File: config.mk
export PLATFORM = sky130hd
export DESIGN_NAME = rpmrc_power_rx
export DESIGN_NICKNAME = d
export VERILOG_FILES = /design/src/rpmrc_pkg.sv /design/src/rpmrc_power_rx.sv
export SDC_FILE = /design/constraint.sdc
export NUM_CORES = 1
export LEC_CHECK = 0
export BUFFER_PORTS_ARGS = -buffer_cell sky130_fd_sc_hd__buf_2
export CORE_ASPECT_RATIO = 0.6
export CORE_UTILIZATION = 60
export DETAILED_ROUTE_END_ITERATION = 12
export PLACE_DENSITY = 0.82
export SETUP_SLACK_MARGIN = 0.02
export SKIP_CTS_REPAIR_TIMING = 1
export SYNTH_ARGS = -nofsm -noshare
export SYNTH_HDL_FRONTEND = slang
export SYNTH_SLANG_ARGS = --single-unit
File: constraint.sdc
create_clock -name core_clk_in -period 5.6 [get_ports core_clk_in]
set_input_delay 0.28 -clock core_clk_in [delete_from_list [all_inputs] [get_ports core_clk_in]]
set_output_delay 0.28 -clock core_clk_in [all_outputs]
set_load 0.1 [all_outputs]
File: src/rpmrc_pkg.sv
package rpmrc_pkg;

    // register offsets
    localparam logic [7:0] RPMRC_CHIP_CTRL_ADDR = 8'h00;
    localparam logic [7:0] RPMRC_PROTO_SEL_ADDR = 8'h01;
    localparam logic [7:0] RPMRC_RX_SETTING_ADDR = 8'h0a;
    localparam logic [7:0] RPMRC_RSSI_OSC_ADDR = 8'h0f;

    // reset values
    localparam logic [7:0] RPMRC_CHIP_CTRL_RST = 8'h01; // 5 v supply by default
    localparam logic [7:0] RPMRC_PROTO_SEL_RST = 8'h02;
    localparam logic [7:0] RPMRC_RX_SETTING_RST = 8'h40;
    localparam logic [7:0] RPMRC_RSSI_OSC_RST = 8'h00;

    // chip status control field positions
    localparam int RPMRC_CTRL_STANDBY_BIT = 7;
    localparam int RPMRC_CTRL_RF_ON_BIT = 5;
    localparam int RPMRC_CTRL_HALF_PWR_BIT = 4;
    localparam int RPMRC_CTRL_RX_SWAP_BIT = 3;
    localparam int RPMRC_CTRL_RX_ONLY_BIT = 1;
    localparam int RPMRC_CTRL_SUPPLY_5V_BIT = 0;

    // signal strength / oscillator status field positions
    localparam int RPMRC_OSC_STABLE_BIT = 6;
    localparam int RPMRC_RSSI_AUX_LSB = 3;
    localparam int RPMRC_RSSI_MAIN_LSB = 0;
    localparam int RPMRC_RSSI_WIDTH = 3;

    // rx filter and gain setting field positions
    localparam int RPMRC_SET_LOW_BAND_BIT = 7;
    localparam int RPMRC_SET_MID_BAND_BIT = 6;
    localparam int RPMRC_SET_HIGH_BAND_BIT = 5;
    localparam int RPMRC_SET_WIDE_BAND_BIT = 4;
    localparam int RPMRC_SET_GAIN_HI_BIT = 3;
    localparam int RPMRC_SET_GAIN_LO_BIT = 2;

    // timing, core clock at 10 mhz
    localparam int RPMRC_CLK_HZ = 10_000_000;
    localparam int RPMRC_AUX_CLK_HZ = 60_000;
    localparam int RPMRC_SETTLE_TIME_US = 500;
    localparam int RPMRC_WAKE_WINDOW_US = 100;
    localparam int RPMRC_STANDBY_RECOVER_US = 100;
    localparam int RPMRC_MODE1_RECOVER_US = 25;
    // only the aux half period rounds down
    localparam int RPMRC_SETTLE_CYC = RPMRC_SETTLE_TIME_US * (RPMRC_CLK_HZ / 1_000_000);
    localparam int RPMRC_WAKE_CYC = RPMRC_WAKE_WINDOW_US * (RPMRC_CLK_HZ / 1_000_000);
    localparam int RPMRC_STANDBY_CYC = RPMRC_STANDBY_RECOVER_US * (RPMRC_CLK_HZ / 1_000_000);
    localparam int RPMRC_MODE1_CYC = RPMRC_MODE1_RECOVER_US * (RPMRC_CLK_HZ / 1_000_000);
    localparam int RPMRC_AUX_HALF_CYC = RPMRC_CLK_HZ / (2 * RPMRC_AUX_CLK_HZ);

    // power sequencer states
    typedef enum logic [2:0] {
        RPMRC_PWR_DOWN,
        RPMRC_SLEEP,
        RPMRC_STARTUP,
        RPMRC_WAKE_WAIT,
        RPMRC_ACTIVE
    } rpmrc_state_e;

endpackage

File: src/rpmrc_power_rx.sv
`timescale 1ns/10ps
module rpmrc_power_rx #(
    parameter int SETTLE_CYC = rpmrc_pkg::RPMRC_SETTLE_CYC // start-up settle wait
) (
    input wire logic core_clk_in,
    input wire logic reset_n_in,
    input wire logic main_enable_in,
    input wire logic secondary_wake_enable_in,
    input wire logic receiver_input_one_in,
    input wire logic receiver_input_two_in,
    input wire logic tag_response_in,
    input wire logic [rpmrc_pkg::RPMRC_RSSI_WIDTH-1:0] main_rssi_in,
    input wire logic [rpmrc_pkg::RPMRC_RSSI_WIDTH-1:0] aux_rssi_in,
    input wire logic reg_wr_in,
    input wire logic reg_rd_in,
    input wire logic [7:0] reg_addr_in,
    input wire logic [7:0] reg_wdata_in,
    output logic [7:0] reg_rdata_out,
    output logic regulators_enable_out,
    output logic digital_supply_output_out,
    output logic osc_enable_out,
    output logic mcu_clock_hf_select_out,
    output logic mcu_clock_aux_out,
    output logic tx_enable_out,
    output logic rx_enable_out,
    output logic half_power_out,
    output logic supply_5v_out,
    output logic rf_ready_out,
    output logic main_rx_data_out,
    output logic aux_rx_data_out,
    output logic low_band_filter_select_out,
    output logic mid_band_filter_select_out,
    output logic high_band_filter_select_out,
    output logic wide_band_filter_select_out,
    output logic gain_reduction_bit_high_out,
    output logic gain_reduction_bit_low_out
);
    import rpmrc_pkg::*;

    // pin inputs: bit 0 main enable, 1 wake, 2 rx one, 3 rx two
    logic [3:0] sync1_q;
    logic [3:0] sync2_q;
    logic [3:0] sync3_q;
    logic [3:0] clean_q; // follows a pin once stages two and three agree
    logic [3:0] clean_d;
    logic wake_prev_q; // registered previous wake level for edge detect
    rpmrc_state_e state_q;
    rpmrc_state_e state_d;
    logic wake_start_q; // start-up was caused by the wake pin
    logic [15:0] cnt_q; // settle or wake window counter
    logic [15:0] recover_q; // rf recovery countdown
    logic [7:0] aux_div_q; // 60 khz divider
    logic [7:0] ctrl_q;
    logic [7:0] proto_q;
    logic [7:0] setting_q;
    logic [2:0] rssi_main_q;
    logic [2:0] rssi_aux_q;
    logic osc_stable_q;
    logic aux_clk_q;
    logic main_rx_q;
    logic aux_rx_q;

    // named decode wires
    wire main_en = clean_q[0];
    wire wake_en = clean_q[1];
    wire wake_rise = clean_q[1] & ~wake_prev_q;
    wire hf_on = (state_q == RPMRC_WAKE_WAIT) | (state_q == RPMRC_ACTIVE);
    wire powered = hf_on | (state_q == RPMRC_STARTUP);
    wire active = (state_q == RPMRC_ACTIVE);
    wire standby = ctrl_q[RPMRC_CTRL_STANDBY_BIT];
    wire rf_on = ctrl_q[RPMRC_CTRL_RF_ON_BIT];
    wire rx_only = ctrl_q[RPMRC_CTRL_RX_ONLY_BIT];
    wire swap = ctrl_q[RPMRC_CTRL_RX_SWAP_BIT];
    wire wr_ctrl = reg_wr_in & (reg_addr_in == RPMRC_CHIP_CTRL_ADDR);
    wire wr_proto = reg_wr_in & (reg_addr_in == RPMRC_PROTO_SEL_ADDR);
    wire wr_setting = reg_wr_in & (reg_addr_in == RPMRC_RX_SETTING_ADDR);
    wire settle_done = (cnt_q == 16'(SETTLE_CYC - 1));
    wire wake_timeout = (cnt_q == 16'(RPMRC_WAKE_CYC - 1));
    wire aux_tick = (aux_div_q == 8'(RPMRC_AUX_HALF_CYC - 1));
    wire [7:0] ctrl_next = wr_ctrl ? reg_wdata_in : ctrl_q;
    // standby recovers in 100 us on any exit, mode 1 in 25 us when going to an rf mode
    wire leave_standby = active & standby & ~ctrl_next[RPMRC_CTRL_STANDBY_BIT];
    wire leave_mode1 = active & ~standby & ~rf_on & ~rx_only
                       & (ctrl_next[RPMRC_CTRL_RF_ON_BIT] | ctrl_next[RPMRC_CTRL_RX_ONLY_BIT]);
    wire [7:0] rd_mux = (reg_addr_in == RPMRC_CHIP_CTRL_ADDR) ? ctrl_q :
                        (reg_addr_in == RPMRC_PROTO_SEL_ADDR) ? proto_q :
                        (reg_addr_in == RPMRC_RX_SETTING_ADDR) ? setting_q :
                        (reg_addr_in == RPMRC_RSSI_OSC_ADDR) ?
                            {1'b0, osc_stable_q, rssi_aux_q, rssi_main_q} :
                        8'h00; // unmapped offsets read as zero

    // a bit changes only once stages two and three agree, filtering glitches
    assign clean_d = (sync2_q & sync3_q) | (clean_q & (sync2_q | sync3_q));

    // three-stage pin synchroniser
    always_ff @(posedge core_clk_in or negedge reset_n_in) begin
        if (!reset_n_in) begin
            sync1_q <= 4'h0;
            sync2_q <= 4'h0;
            sync3_q <= 4'h0;
            clean_q <= 4'h0;
            wake_prev_q <= 1'b0;
        end else begin
            sync1_q <= {receiver_input_two_in, receiver_input_one_in,
                        secondary_wake_enable_in, main_enable_in};
            sync2_q <= sync1_q;
            sync3_q <= sync2_q;
            clean_q <= clean_d;
            wake_prev_q <= clean_q[1];
        end
    end

    // power sequencer next state
    always_comb begin
        state_d = state_q;
        case (state_q)
            RPMRC_PWR_DOWN: begin
                if (main_en || wake_rise) begin
                    state_d = RPMRC_STARTUP;
                end
            end
            RPMRC_SLEEP: begin
                if (main_en) begin
                    state_d = RPMRC_STARTUP;
                end else if (!wake_en) begin
                    state_d = RPMRC_PWR_DOWN;
                end
            end
            RPMRC_STARTUP: begin
                if (!main_en && !wake_start_q) begin
                    state_d = wake_en ? RPMRC_SLEEP : RPMRC_PWR_DOWN;
                end else if (settle_done) begin
                    // switch to crystal clock once settled
                    state_d = main_en ? RPMRC_ACTIVE : RPMRC_WAKE_WAIT;
                end
            end
            RPMRC_WAKE_WAIT: begin
                if (main_en) begin
                    state_d = RPMRC_ACTIVE;
                end else if (wake_timeout) begin
                    state_d = RPMRC_PWR_DOWN;
                end
            end
            RPMRC_ACTIVE: begin
                if (!main_en) begin
                    state_d = wake_en ? RPMRC_SLEEP : RPMRC_PWR_DOWN;
                end
            end
            default: state_d = RPMRC_PWR_DOWN;
        endcase
    end

    // sequencer state, counters and oscillator flag
    always_ff @(posedge core_clk_in or negedge reset_n_in) begin
        if (!reset_n_in) begin
            state_q <= RPMRC_PWR_DOWN;
            wake_start_q <= 1'b0;
            cnt_q <= 16'h0000;
            osc_stable_q <= 1'b0;
        end else begin
            state_q <= state_d;
            // counter restarts on every state change
            cnt_q <= (state_d != state_q) ? 16'h0000 : cnt_q + 16'h0001;
            if (state_q == RPMRC_PWR_DOWN) begin
                wake_start_q <= ~main_en;
            end
            if (state_d == RPMRC_PWR_DOWN || state_d == RPMRC_SLEEP) begin
                osc_stable_q <= 1'b0;
            end else if (state_q == RPMRC_STARTUP && state_d != RPMRC_STARTUP) begin
                osc_stable_q <= 1'b1;
            end
        end
    end

    // 60 khz auxiliary clock, runs only while the crystal clock is not out
    always_ff @(posedge core_clk_in or negedge reset_n_in) begin
        if (!reset_n_in) begin
            aux_div_q <= 8'h00;
            aux_clk_q <= 1'b0;
        end else if (state_q == RPMRC_SLEEP || state_q == RPMRC_STARTUP) begin
            aux_div_q <= aux_tick ? 8'h00 : aux_div_q + 8'h01;
            aux_clk_q <= aux_clk_q ^ aux_tick;
        end else begin
            aux_div_q <= 8'h00;
            aux_clk_q <= 1'b0;
        end
    end

    // rf recovery countdown after leaving a low-power active mode
    always_ff @(posedge core_clk_in or negedge reset_n_in) begin
        if (!reset_n_in) begin
            recover_q <= 16'h0000;
        end else if (!active) begin
            recover_q <= 16'h0000;
        end else if (leave_standby) begin
            recover_q <= 16'(RPMRC_STANDBY_CYC);
        end else if (leave_mode1) begin
            recover_q <= 16'(RPMRC_MODE1_CYC);
        end else if (recover_q != 16'h0000) begin
            recover_q <= recover_q - 16'h0001;
        end
    end

    // register file; setting reload has priority over a host write
    always_ff @(posedge core_clk_in or negedge reset_n_in) begin
        if (!reset_n_in) begin
            ctrl_q <= RPMRC_CHIP_CTRL_RST;
            proto_q <= RPMRC_PROTO_SEL_RST;
            setting_q <= RPMRC_RX_SETTING_RST;
            reg_rdata_out <= 8'h00;
        end else begin
            ctrl_q <= ctrl_next;
            if (wr_proto) begin
                proto_q <= reg_wdata_in;
            end
            if (!main_en || wr_proto) begin
                setting_q <= RPMRC_RX_SETTING_RST;
            end else if (wr_setting) begin
                setting_q <= reg_wdata_in & 8'hfc;
            end
            if (reg_rd_in) begin
                reg_rdata_out <= rd_mux; // unmapped reads return zero
            end
        end
    end

    // signal strength capture and receiver steering
    always_ff @(posedge core_clk_in or negedge reset_n_in) begin
        if (!reset_n_in) begin
            rssi_main_q <= 3'h0;
            rssi_aux_q <= 3'h0;
            main_rx_q <= 1'b0;
            aux_rx_q <= 1'b0;
        end else begin
            if (tag_response_in) begin
                rssi_main_q <= main_rssi_in;
                rssi_aux_q <= aux_rssi_in;
            end
            // both paths are registered and gated by rx enable; swap exchanges them
            main_rx_q <= rx_enable_out & (swap ? clean_q[3] : clean_q[2]);
            aux_rx_q <= rx_enable_out & (swap ? clean_q[2] : clean_q[3]);
        end
    end

    // outputs
    assign regulators_enable_out = powered;
    assign digital_supply_output_out = (state_q != RPMRC_PWR_DOWN);
    assign osc_enable_out = powered;
    assign mcu_clock_hf_select_out = hf_on;
    assign mcu_clock_aux_out = aux_clk_q;
    assign tx_enable_out = active & ~standby & rf_on;
    assign rx_enable_out = active & ~standby & (rf_on | rx_only);
    assign half_power_out = tx_enable_out & ctrl_q[RPMRC_CTRL_HALF_PWR_BIT];
    assign supply_5v_out = ctrl_q[RPMRC_CTRL_SUPPLY_5V_BIT];
    assign rf_ready_out = active & (recover_q == 16'h0000);
    assign main_rx_data_out = main_rx_q;
    assign aux_rx_data_out = aux_rx_q;
    assign low_band_filter_select_out = setting_q[RPMRC_SET_LOW_BAND_BIT];
    assign mid_band_filter_select_out = setting_q[RPMRC_SET_MID_BAND_BIT];
    assign high_band_filter_select_out = setting_q[RPMRC_SET_HIGH_BAND_BIT];
    assign wide_band_filter_select_out = setting_q[RPMRC_SET_WIDE_BAND_BIT];
    assign gain_reduction_bit_high_out = setting_q[RPMRC_SET_GAIN_HI_BIT];
    assign gain_reduction_bit_low_out = setting_q[RPMRC_SET_GAIN_LO_BIT];

    // checks
    main_powers_a: assert property (@(posedge core_clk_in) disable iff (!reset_n_in)
        (state_q == RPMRC_PWR_DOWN && main_en) |=> regulators_enable_out && osc_enable_out)
        else $error("main enable did not start regulators");
    sleep_outputs_a: assert property (@(posedge core_clk_in) disable iff (!reset_n_in)
        (state_q == RPMRC_SLEEP) |-> !tx_enable_out && !rx_enable_out && !osc_enable_out
            && digital_supply_output_out && !mcu_clock_hf_select_out)
        else $error("sleep outputs wrong");
    wake_start_a: assert property (@(posedge core_clk_in) disable iff (!reset_n_in)
        (state_q == RPMRC_PWR_DOWN && wake_rise) |=> (state_q == RPMRC_STARTUP))
        else $error("wake edge did not start up");
    wake_timeout_a: assert property (@(posedge core_clk_in) disable iff (!reset_n_in)
        $rose(state_q == RPMRC_WAKE_WAIT) ##1 (!main_en) [*8] |-> state_q == RPMRC_WAKE_WAIT)
        else $error("wake window ended early");
    wake_bound_a: assert property (@(posedge core_clk_in) disable iff (!reset_n_in)
        (state_q == RPMRC_WAKE_WAIT && wake_timeout && !main_en) |=> state_q == RPMRC_PWR_DOWN)
        else $error("wake window did not power down");
    switch_flag_a: assert property (@(posedge core_clk_in) disable iff (!reset_n_in)
        $rose(mcu_clock_hf_select_out) |-> osc_stable_q && $past(state_q) == RPMRC_STARTUP)
        else $error("clock switched without stable flag");
    standby_off_a: assert property (@(posedge core_clk_in) disable iff (!reset_n_in)
        (active && standby) |-> !tx_enable_out && !rx_enable_out)
        else $error("standby left rf on");
    rx_only_a: assert property (@(posedge core_clk_in) disable iff (!reset_n_in)
        (active && !standby && rx_only && !rf_on) |-> rx_enable_out && !tx_enable_out)
        else $error("mode 2 wrong");
    half_power_a: assert property (@(posedge core_clk_in) disable iff (!reset_n_in)
        half_power_out == (active && !standby && rf_on && ctrl_q[RPMRC_CTRL_HALF_PWR_BIT]))
        else $error("half power does not follow control bits");
    setting_reload_a: assert property (@(posedge core_clk_in) disable iff (!reset_n_in)
        wr_proto |=> setting_q == RPMRC_RX_SETTING_RST)
        else $error("setting not reloaded on protocol write");
    osc_clear_a: assert property (@(posedge core_clk_in) disable iff (!reset_n_in)
        (state_q == RPMRC_SLEEP || state_q == RPMRC_PWR_DOWN) |-> !osc_stable_q)
        else $error("oscillator flag set while off");

endmodule // rpmrc_power_rx

==> results.txt, run 1 <==
port buffer count: 56
core region area: 0.00791 mm2
Critical Path Sink Type: output pin
critical path's top delay family: simple AND/OR/NAND/NOR gates
most common cell after layout, fill and taps aside: dfrtp_1
Adder-Cell Fraction of Synth Area: 1.83%
CP Max Fanout: 12
DP Cell Count: 592
Slew @ Worst Pin: 1140 ps
warnings from Yosys: 0
Max H-tree Level: 3
FFs w/ async S/R, synth: 100%
Tmin final: 3330 ps
crit path buf inv count: 2
pin count of the biggest net entering global routing: 75
Synth Register Bits: 101
unrepaired setup endpoints after global routing: no
Sink Count: 101
Post-Synth XOR/XNOR Area: 5.34%
EDFF count, synth: 0
Final setup violation count: 0
vias in the first global route: 3475
total gr overflow: 0
HP Class: input pin to register
Vias: 3695
max-cap violations: 0
post-route DRC violation count: 0
Core Rows: 25
Req. time, crit path: 5320 ps
post-route ant nets: 0
Hold Vio Cnt, Final: 0
r2r setup slk: 2730 ps
Synth Area in Compound Gates: 11.3%
ys flop type: dfrtp_1
slowest stage delay, CP: 600 ps
total die area: 0.00858 mm2
Antenna diodes: 0
share of post-route cells with drive strength above 1: 26.1%
Initial Util: 62.2%
clk_skew: 6.39 ps
initial antenna violation count: 0
Final GP Congestion: 0.895
largest family of logic cells by synthesized area: simple AND/OR/NAND/NOR gates
final net count: 531
first-pass GRT wire length: 17000 um
Simple-Gate Fraction of Synth Area: 19.9%
CTS Buf Count: 9
worst rel slew slack: 22.3%
DR iter-0 viols: 295
Slew Limit Fails: 0
Non-Filler Instances: 609
Die Span X: 119 um
type of the worst setup path: register to output pin
DR pass1 iterations: 4
Max Freq: 300 MHz
mux share of post-synthesis cell area: 6.74%
clk_lat worst skew: 350 ps
Tot Pwr: 0.00213 W
Mapped Area: 0.00492 mm2
WL final: 10100 um
clock-pin slew on the worst setup and hold paths: 70 ps
Worst Path Arrival: 3050 ps
I/O pins: 57
crit-path cells: inv_1, ha_1, or4b_4, or3_4, nor2_1, buf_2
CTS tree: built
power per cell area: 385 mW/mm2
LEAKAGE: 2.57 nW
Syn Area/Cell: 11.0 um2
final period utilization: 59.5%
DP HPWL: 7040 um
clk buf depth: 2
total track usage: 25.6%
most frequent cells in the layout: dfrtp_1 (98), buf_2 (55), nor2_1 (36)
Crit-path slowest cell: nor2_1
crit start category: register
Seq/Total Area, Yosys: 51.4%
Peak VDD IR: 0.241 mV
Routed WL per cell: 16.7 um
Syn-to-layout area delta: 12.3%
clock root cell: clkbuf_16
syn_nets: 481
Synth cell types: 68
Setup TNS: 0 ps
Die Ht: 72.2 um
outcome: completed
Via-to-Cell Ratio: 6.07
Cells after Synth: 446
## final cells by class
| type | instances | area [um2] |
|---|---|---|
| Clock buffer | 10 | 229 |
| Clock inverter | 6 | 48.8 |
| Fill cell | 544 | 2390 |
| Inverter | 16 | 60.1 |
| Multi-Input combinational cell | 310 | 2220 |
| Sequential cell | 101 | 2530 |
| Tap cell | 108 | 135 |
| Timing Repair Buffer | 58 | 300 |
## power breakdown
| group | switching, W | total [W] | internal, W |
|---|---|---|---|
| clock network | 0.000274 | 0.000578 | 0.000304 |
| logic | 0.000461 | 0.000678 | 0.000216 |
| registers | 0.0000775 | 0.000871 | 0.000794 |
| total | 0.000813 | 0.00213 | 0.00131 |
## layer usage
metal  vias to the layer above  share of wire [%]  global-route usage (%)
li1                       1717                  -                       -
met1                      1856                 48                    36.1
met2                       109                 45                    39.1
met3                        13                6.0                    6.84
met4                         0                1.1                    8.16
met5                         -                  0                       0
## kinds of logic (layout without fill, tap and decap cells)
logic type	Yosys count	count (layout)
AOI/OAI and AO/OA	75	75
xor gates and xnor gates	30	30
adders and majority gates	8	8
buffers and inverters	35	90
DFF	101	101
muxes	30	30
and+or+nand+nor	167	167
## cells in the mapped netlist, types with 2 or more instances
cell type | instances | area share, %
buf_2 | 5 | 0.51
nor3_1 | 12 | 1.2
nand4b_1 | 3 | 0.53
o21a_1 | 2 | 0.30
and4_1 | 3 | 0.53
nor3_2 | 12 | 2.4
a21oi_1 | 17 | 1.7
nor2_1 | 36 | 2.7
xnor2_1 | 11 | 2.0
mux2i_1 | 7 | 1.4
nor3b_1 | 2 | 0.30
nand2_1 | 30 | 2.3
dfrtp_1 | 98 | 50
a21o_1 | 2 | 0.30
o21ai_0 | 11 | 1.1
nor4_1 | 3 | 0.38
or2_2 | 6 | 0.76
a211oi_1 | 2 | 0.30
mux2_2 | 22 | 5.0
nor4_2 | 3 | 0.76
nand2b_1 | 6 | 0.76
clkbuf_1 | 10 | 0.76
and2_1 | 3 | 0.38
a31oi_1 | 6 | 0.76
and3_1 | 10 | 1.3
maj3_1 | 4 | 0.81
a311oi_1 | 3 | 0.53
dfstp_2 | 3 | 1.6
nand3_1 | 15 | 1.5
ha_1 | 4 | 1.0
or4_4 | 3 | 0.69
buf_4 | 2 | 0.30
or4_1 | 3 | 0.46
or3_1 | 6 | 0.76
a32oi_1 | 8 | 1.4
xor2_1 | 19 | 3.4
inv_1 | 15 | 1.1
o221ai_1 | 4 | 0.71
a22o_1 | 5 | 0.89
nor2b_1 | 2 | 0.25
## sequential cells by signal (all words and copies together), names as in the netlist
signal and flops:
cnt_q 16, recover_q 16, aux_div_q 8, ctrl_q 8, proto_q 8, reg_rdata_out 8
setting_q 6, clean_q 4, sync1_q 4, sync2_q 4, sync3_q 4, rssi_aux_q 3
rssi_main_q 3, state_q 3, aux_rx_data_out 1, main_rx_data_out 1, mcu_clock_aux_out 1, osc_stable_q 1
wake_prev_q 1, wake_start_q 1
## through the flow
step	instance area, um2	hold slack (ps)	utilization [%]	setup slack, ps
finish	5530	34.3	69.8	2270
global route	5530	25.1	69.8	2140
CTS	5520	-160	69.7	2300
detailed placement	5240	216	66.2	2690
global placement	5240	212	66.2	2780
floorplan	4920	-15.6	-	3220
## worst paths after layout
check | startpoint | end | cells past startpoint
setup / recovery | recover_q[0] | rf_ready_out | 6
hold / removal | secondary_wake_enable_in | sync1_q[1] | 1
setup reg to reg | state_q[1] | cnt_q[15] | 5
hold reg to reg | sync1_q[2] | sync2_q[2] | 0
max in group asynchronous | reset_n_in | cnt_q[5] | 3
min in group asynchronous | reset_n_in | recover_q[7] | 2
No activity file was read; power rests on OpenSTA's default activity.
==> inputs of run 2 (changes only) <==
Settings changed: CORE_UTILIZATION 60 to 53, PLACE_DENSITY 0.82 to 0.76.
Clock period 5.6 ns to 3.06 ns, I/O delays scaled along.
==> run 2 against run 1 <==
Compared with the run above:
- utilization fell by 5.4 points
- clock power rose by 94%
- critical path depth fell by 2
- flip-flop and latch count did not move
- sequential share of layout area fell by 0.92 points
- non-clock buffer count rose by 11
- routed wire length rose by 6.7%
- via count fell by 0.81%
- cell count rose by 2.5%
- cell area rose by 2.1%
- die area rose by 13%
==> results.txt, run 2 (same netlist as run 1, synthesis figures left out) <==
reg2reg start: recover_q[0]
clock group share of total power: 28.1%
CTS Buf Count: 9
Initial Util: 56.2%
critical path's top delay family: simple AND/OR/NAND/NOR gates
DP HPWL: 7800 um
post-route DRC violation count: 0
Sw Share: 38.7%
RR Endpoint: recover_q[14]
DR iter-0 viols: 374
first-pass GRT wire length: 18100 um
total track usage: 24.2%
# fillers: 673
CP Max Fanout: 15
Internal: 0.00244 W
Core Rows: 26
Antenna diodes: 0
worst rel slew slack: 52.6%
Final setup violation count: 0
final period utilization: 87.3%
slowest stage delay, CP: 600 ps
Max Freq: 375 MHz
clock-pin slew on the worst setup and hold paths: 80 ps
Max H-tree Level: 3
clock root cell: clkbuf_16
DP Cell Count: 603
WL final: 10800 um
post-route ant nets: 0
Reg area: 0.00253 mm2
crit start category: register
outcome: completed
crit path buf inv count: 1
core region area: 0.00875 mm2
Sequential Power Share: 40.2%
Non-Filler Instances: 624
Tmin final: 2670 ps
Critical Path End: rf_ready_out
Levels on crit path: 4
unrepaired setup endpoints after global routing: no
worst r2r path cells: 7
clk buf depth: 2
Final GP Congestion: 0.903
Hold Vio Cnt, Final: 0
HP Class: input pin to register
CTS tree: built
Critical Path Sink Type: output pin
type of the worst setup path: register to output pin
Worst Path Arrival: 2520 ps
share of post-route cells with drive strength above 1: 27.1%
Core Util, Final: 64.5%
power per cell area: 704 mW/mm2
Die Ht: 76.7 um
Top Registers: cnt_q: 16 flops, recover_q: 16 flops
total die area: 0.00969 mm2
clk_skew: 11.2 ps
initial antenna violation count: 0
LEAKAGE: 2.64 nW
total gr overflow: 0
r2r setup slk: 670 ps
max-cap violations: 0
Worst Setup SP: state_q[1]
I/O pins: 57
crit-path cells: or3b_2, or3_1, nor2_1, buf_2
final net count: 542
most common cell after layout, fill and taps aside: dfrtp_1
Crit-path slowest cell: or3b_2
Multi-input gate area: 0.00222 mm2
DR pass1 iterations: 5
Slew @ Worst Pin: 711 ps
Die Span X: 126 um
Comb power frac: 31.7%
Routed WL per cell: 17.4 um
Setup TNS: 0 ps
pin count of the biggest net entering global routing: 58
Req. time, crit path: 2910 ps
port buffer count: 56
most frequent cells in the layout: dfrtp_1 (98), buf_2 (55), nor2_1 (36)
Slew Limit Fails: 0
vias in the first global route: 3514
P_sw: 0.00154 W
clk_lat worst skew: 350 ps
Via-to-Cell Ratio: 5.87
Peak VDD IR: 0.460 mV
Vias: 3665
Syn-to-layout area delta: 14.6%
Sink Count: 101
[run 2: final cells by class]
class / instances / area share [%]
clock inverter: 7 / 1.22
tap: 112 / 2.48
clock buffer: 9 / 3.99
inverter: 16 / 1.06
timing repair buffer: 69 / 6.97
sequential: 101 / 44.9
multi-input combinational: 310 / 39.4
[run 2: how the worst min path moves through the flow]
stage                    from  slack (ps)             to  depth (start not counted)
4_1_cts            reset_n_in        -120   aux_div_q[4]                          1
3_3_place_gp       reset_n_in         250  recover_q[14]                          1
3_5_place_dp       reset_n_in         260   aux_div_q[2]                          1
2_1_floorplan      reset_n_in        -140   aux_div_q[0]                          0
5_1_grt        aux_rssi_in[2]          40  rssi_aux_q[2]                          2
6_report       aux_rssi_in[2]          40  rssi_aux_q[2]                          2
[run 2: per-stage QoR]
step	worst slack (ps)	hold slack, ps	area (um2)	power [W]
5_1_grt	277	39.5	5640	0.00418
3_3_place_gp	733	249	5300	0.00283
2_1_floorplan	683	-143	4920	0.00267
6_report	390	43.0	5640	0.00397
4_1_cts	394	-120	5590	0.00399
3_5_place_dp	687	256	5300	0.00287
[run 2: power by group through the flow]
stage	registers, W	logic, W	clock network (W)
floorplan	0.00159	0.00108	0
global placement	0.00161	0.00123	0
detailed placement	0.00162	0.00125	0
CTS	0.00159	0.00126	0.00114
global route	0.00162	0.00137	0.00119
finish	0.00160	0.00126	0.00112
[run 2: layer usage]
metal  global-route usage, %  vias up  part of all wire, %
li1                        -     1734                    -
met1                    37.5     1803                   49
met2                    32.9      118                   43
met3                    6.63       10                  7.0
met4                    6.87        0                 0.93
met5                       0        -                    0
==> inputs of run 3 (changes only) <==
Settings changed: ABC_AREA set to 1, GPL_ROUTABILITY_DRIVEN set to 0.
==> run 3 against run 2 <==
Compared with the run above:
- routed wire length grew 3.6%
- clock skew down 4.2 ps
- critical endpoint unchanged
- the run now ends with negative hold slack left
- highest routed layer unchanged
- worst setup slack improved by 430 ps
==> results.txt, run 3 <==
outcome: complete, but fails checks
failing checks: negative hold slack
HP Class: input pin to asynchronous set/reset pin
Sink Count: 101
Synth cell types: 39
worst r2r path cells: 13
Syn-to-layout area delta: 14.9%
unrepaired setup endpoints after global routing: no
final net count: 711
Final setup violation count: 0
FFs w/ async S/R, synth: 100%
total track usage: 25.1%
Core Util, Final: 63.0%
met3 wire length: 684 um
ys flop type: dfrtp_1
crit-path cells: inv_1, ha_1, nand3_1, inv_1, nand2_1, nor3_2, buf_2
DP HPWL: 8250 um
Core Rows: 27
power per cell area: 778 mW/mm2
Die Span X: 128 um
Max Freq: 447 MHz
final period utilization: 73.1%
most common cell in the netlist: nand2_1
hold_ws: -0.299 ps
CP Max Fanout: 6
LEAKAGE: 2.98 nW
dominant cell type by area after synthesis: dfrtp_1
CTS tree: built
Post-synth top cells: nand2_1 (135), dfrtp_1 (98), inv_1 (78), nor2_1 (72), o21ai_0 (42)
clk_skew: 7.06 ps
Crit-path slowest cell: buf_2
Max H-tree Level: 3
clk buf depth: 2
crit start category: register
DR pass1 iterations: 5
post-route ant nets: 0
r2r setup slk: 990 ps
max-cap violations: 0
slowest stage delay, CP: 470 ps
Worst Path Arrival: 2080 ps
clock root cell: clkbuf_16
Finished Cell Area: 0.00579 mm2
mux share of post-synthesis cell area: 0%
Antenna diodes: 0
share of post-route cells with drive strength above 1: 17.6%
Via-to-Cell Ratio: 5.23
port buffer count: 56
critical path's top delay family: buffers and inverters
Top Registers: cnt_q: 16 flops, recover_q: 16 flops
Peak VDD IR: 0.723 mV
Routed WL per cell: 13.8 um
Initial Util: 54.9%
RR Endpoint: cnt_q[15]
warnings from Yosys: 0
wire length on met2: 4940 um
# fillers: 791
CTS Buf Count: 9
I/O pins: 57
Levels on crit path: 7
WL final: 11200 um
Vias: 4245
clock-pin slew on the worst setup and hold paths: 70 ps
top cell type's share of synthesized area: 48.6%
crit path buf inv count: 3
Adder-Cell Fraction of Synth Area: 1.79%
Die Ht: 77.6 um
Post-Synth XOR/XNOR Area: 3.82%
Simple-Gate Fraction of Synth Area: 28.5%
Mapped Area: 0.00504 mm2
clk_lat worst skew: 350 ps
largest family of logic cells by synthesized area: simple AND/OR/NAND/NOR gates
top layer in use: met4
Synth Area in Compound Gates: 8.34%
post-route DRC violation count: 0
vias in the first global route: 3975
Seq/Total Area, Yosys: 50.2%
Tmin final: 2240 ps
DRT met1 WL: 5440 um
Syn Area/Cell: 8.23 um2
Slew @ Worst Pin: 1080 ps
first-pass GRT wire length: 19200 um
core region area: 0.00919 mm2
total die area: 0.00992 mm2
most frequent cells in the layout: nand2_1 (135), dfrtp_1 (98), inv_1 (78)
Placed Area: 0.00544 mm2
pin count of the biggest net entering global routing: 90
syn_nets: 648
Worst path most repeated cell: inv_1
EDFF count, synth: 0
worst rel slew slack: 28.1%
type of the worst setup path: register to output pin
Setup TNS: 0 ps
Slew Limit Fails: 0
total gr overflow: 0
DR iter-0 viols: 276
Synth Register Bits: 101
most common cell after layout, fill and taps aside: nand2_1
Cells after Synth: 613
Req. time, crit path: 2910 ps
initial antenna violation count: 0
synth top area cells: dfrtp_1 (49%), nand2_1 (10%), inv_1 (5.8%), nor2_1 (5.4%), o21ai_0 (4.2%)
Hold Vio Cnt, Final: 1
Critical Path Sink Type: output pin
reg2reg start: cnt_q[0]
==> run 3: cell types whose count changed after synthesis, moves of 16 or more <==
cell     before  now
nor2_1       36   72
nand2_1      30  135
inv_1        15   78
o21ai_0      11   42
nand3_1      15   40
mux2_2       22    0
nor2_2        0   16
==> run 3: cells by family after synthesis <==
family / Yosys count
simple gates: 312
flops: 101
fa+ha+maj: 8
xor+xnor: 22
compound gates: 79
buf+inv: 91
==> run 3: area by class of cell <==
type	count	area [um2]	share of cell area, %
tap	130	163	2.81
multi-input combinational	421	2140	37.0
sequential	101	2530	43.7
inverter	82	310	5.36
clock inverter	7	88.8	1.53
timing repair buffer	61	330	5.70
clock buffer	9	225	3.89
==> run 3: worst max path at each step <==
stage	slack, ps	start	endpoint
after floorplan	70	state_q[0]	half_power_out
after global placement	1120	reg_addr_in[7]	recover_q[6]
after detailed placement	1030	cnt_q[0]	cnt_q[15]
after CTS	810	recover_q[0]	rf_ready_out
after global routing	650	recover_q[0]	rf_ready_out
final	820	recover_q[0]	rf_ready_out
==> run 3: through the flow <==
step / power (W) / std cells / setup WS [ps] / hold WS [ps]
4_1_cts: 0.00453 / 807 / 814 / -109
6_report: 0.00451 / 811 / 823 / -0.299
5_1_grt: 0.00481 / 811 / 654 / 12.0
3_5_place_dp: 0.00332 / 791 / 1030 / 262
2_1_floorplan: 0.00301 / 613 / 66.1 / -143
3_3_place_gp: 0.00327 / 791 / 1120 / 262
==> run 3: power by group <==
| group | internal, W | switching, W |
|---|---|---|
| Sequential | 0.00146 | 0.000120 |
| Clock | 0.000656 | 0.000546 |
| Combinational | 0.000477 | 0.00125 |
| Total | 0.00260 | 0.00191 |
==> run 3: layer usage <==
layer / global-route usage (%) / vias up
met3: 5.38 / 13
met1: 37.7 / 2018
met4: 7.41 / 0
met2: 36.3 / 133
li1: - / 2081
met5: 0 / -
==> run 3: worst reg2reg max path, cell delays in order, from the launching register on <==
cell and delay (ps):
dfrtp_1 380, ha_1 210, nand2_1 90, inv_1 70, nand2_1 60, nor2_2 140, nand2_1 70, nand2_1 60
nand3_1 120, nand2_2 110, nand2_1 50, nand2_1 70, nand3_2 340, nor2_1 210
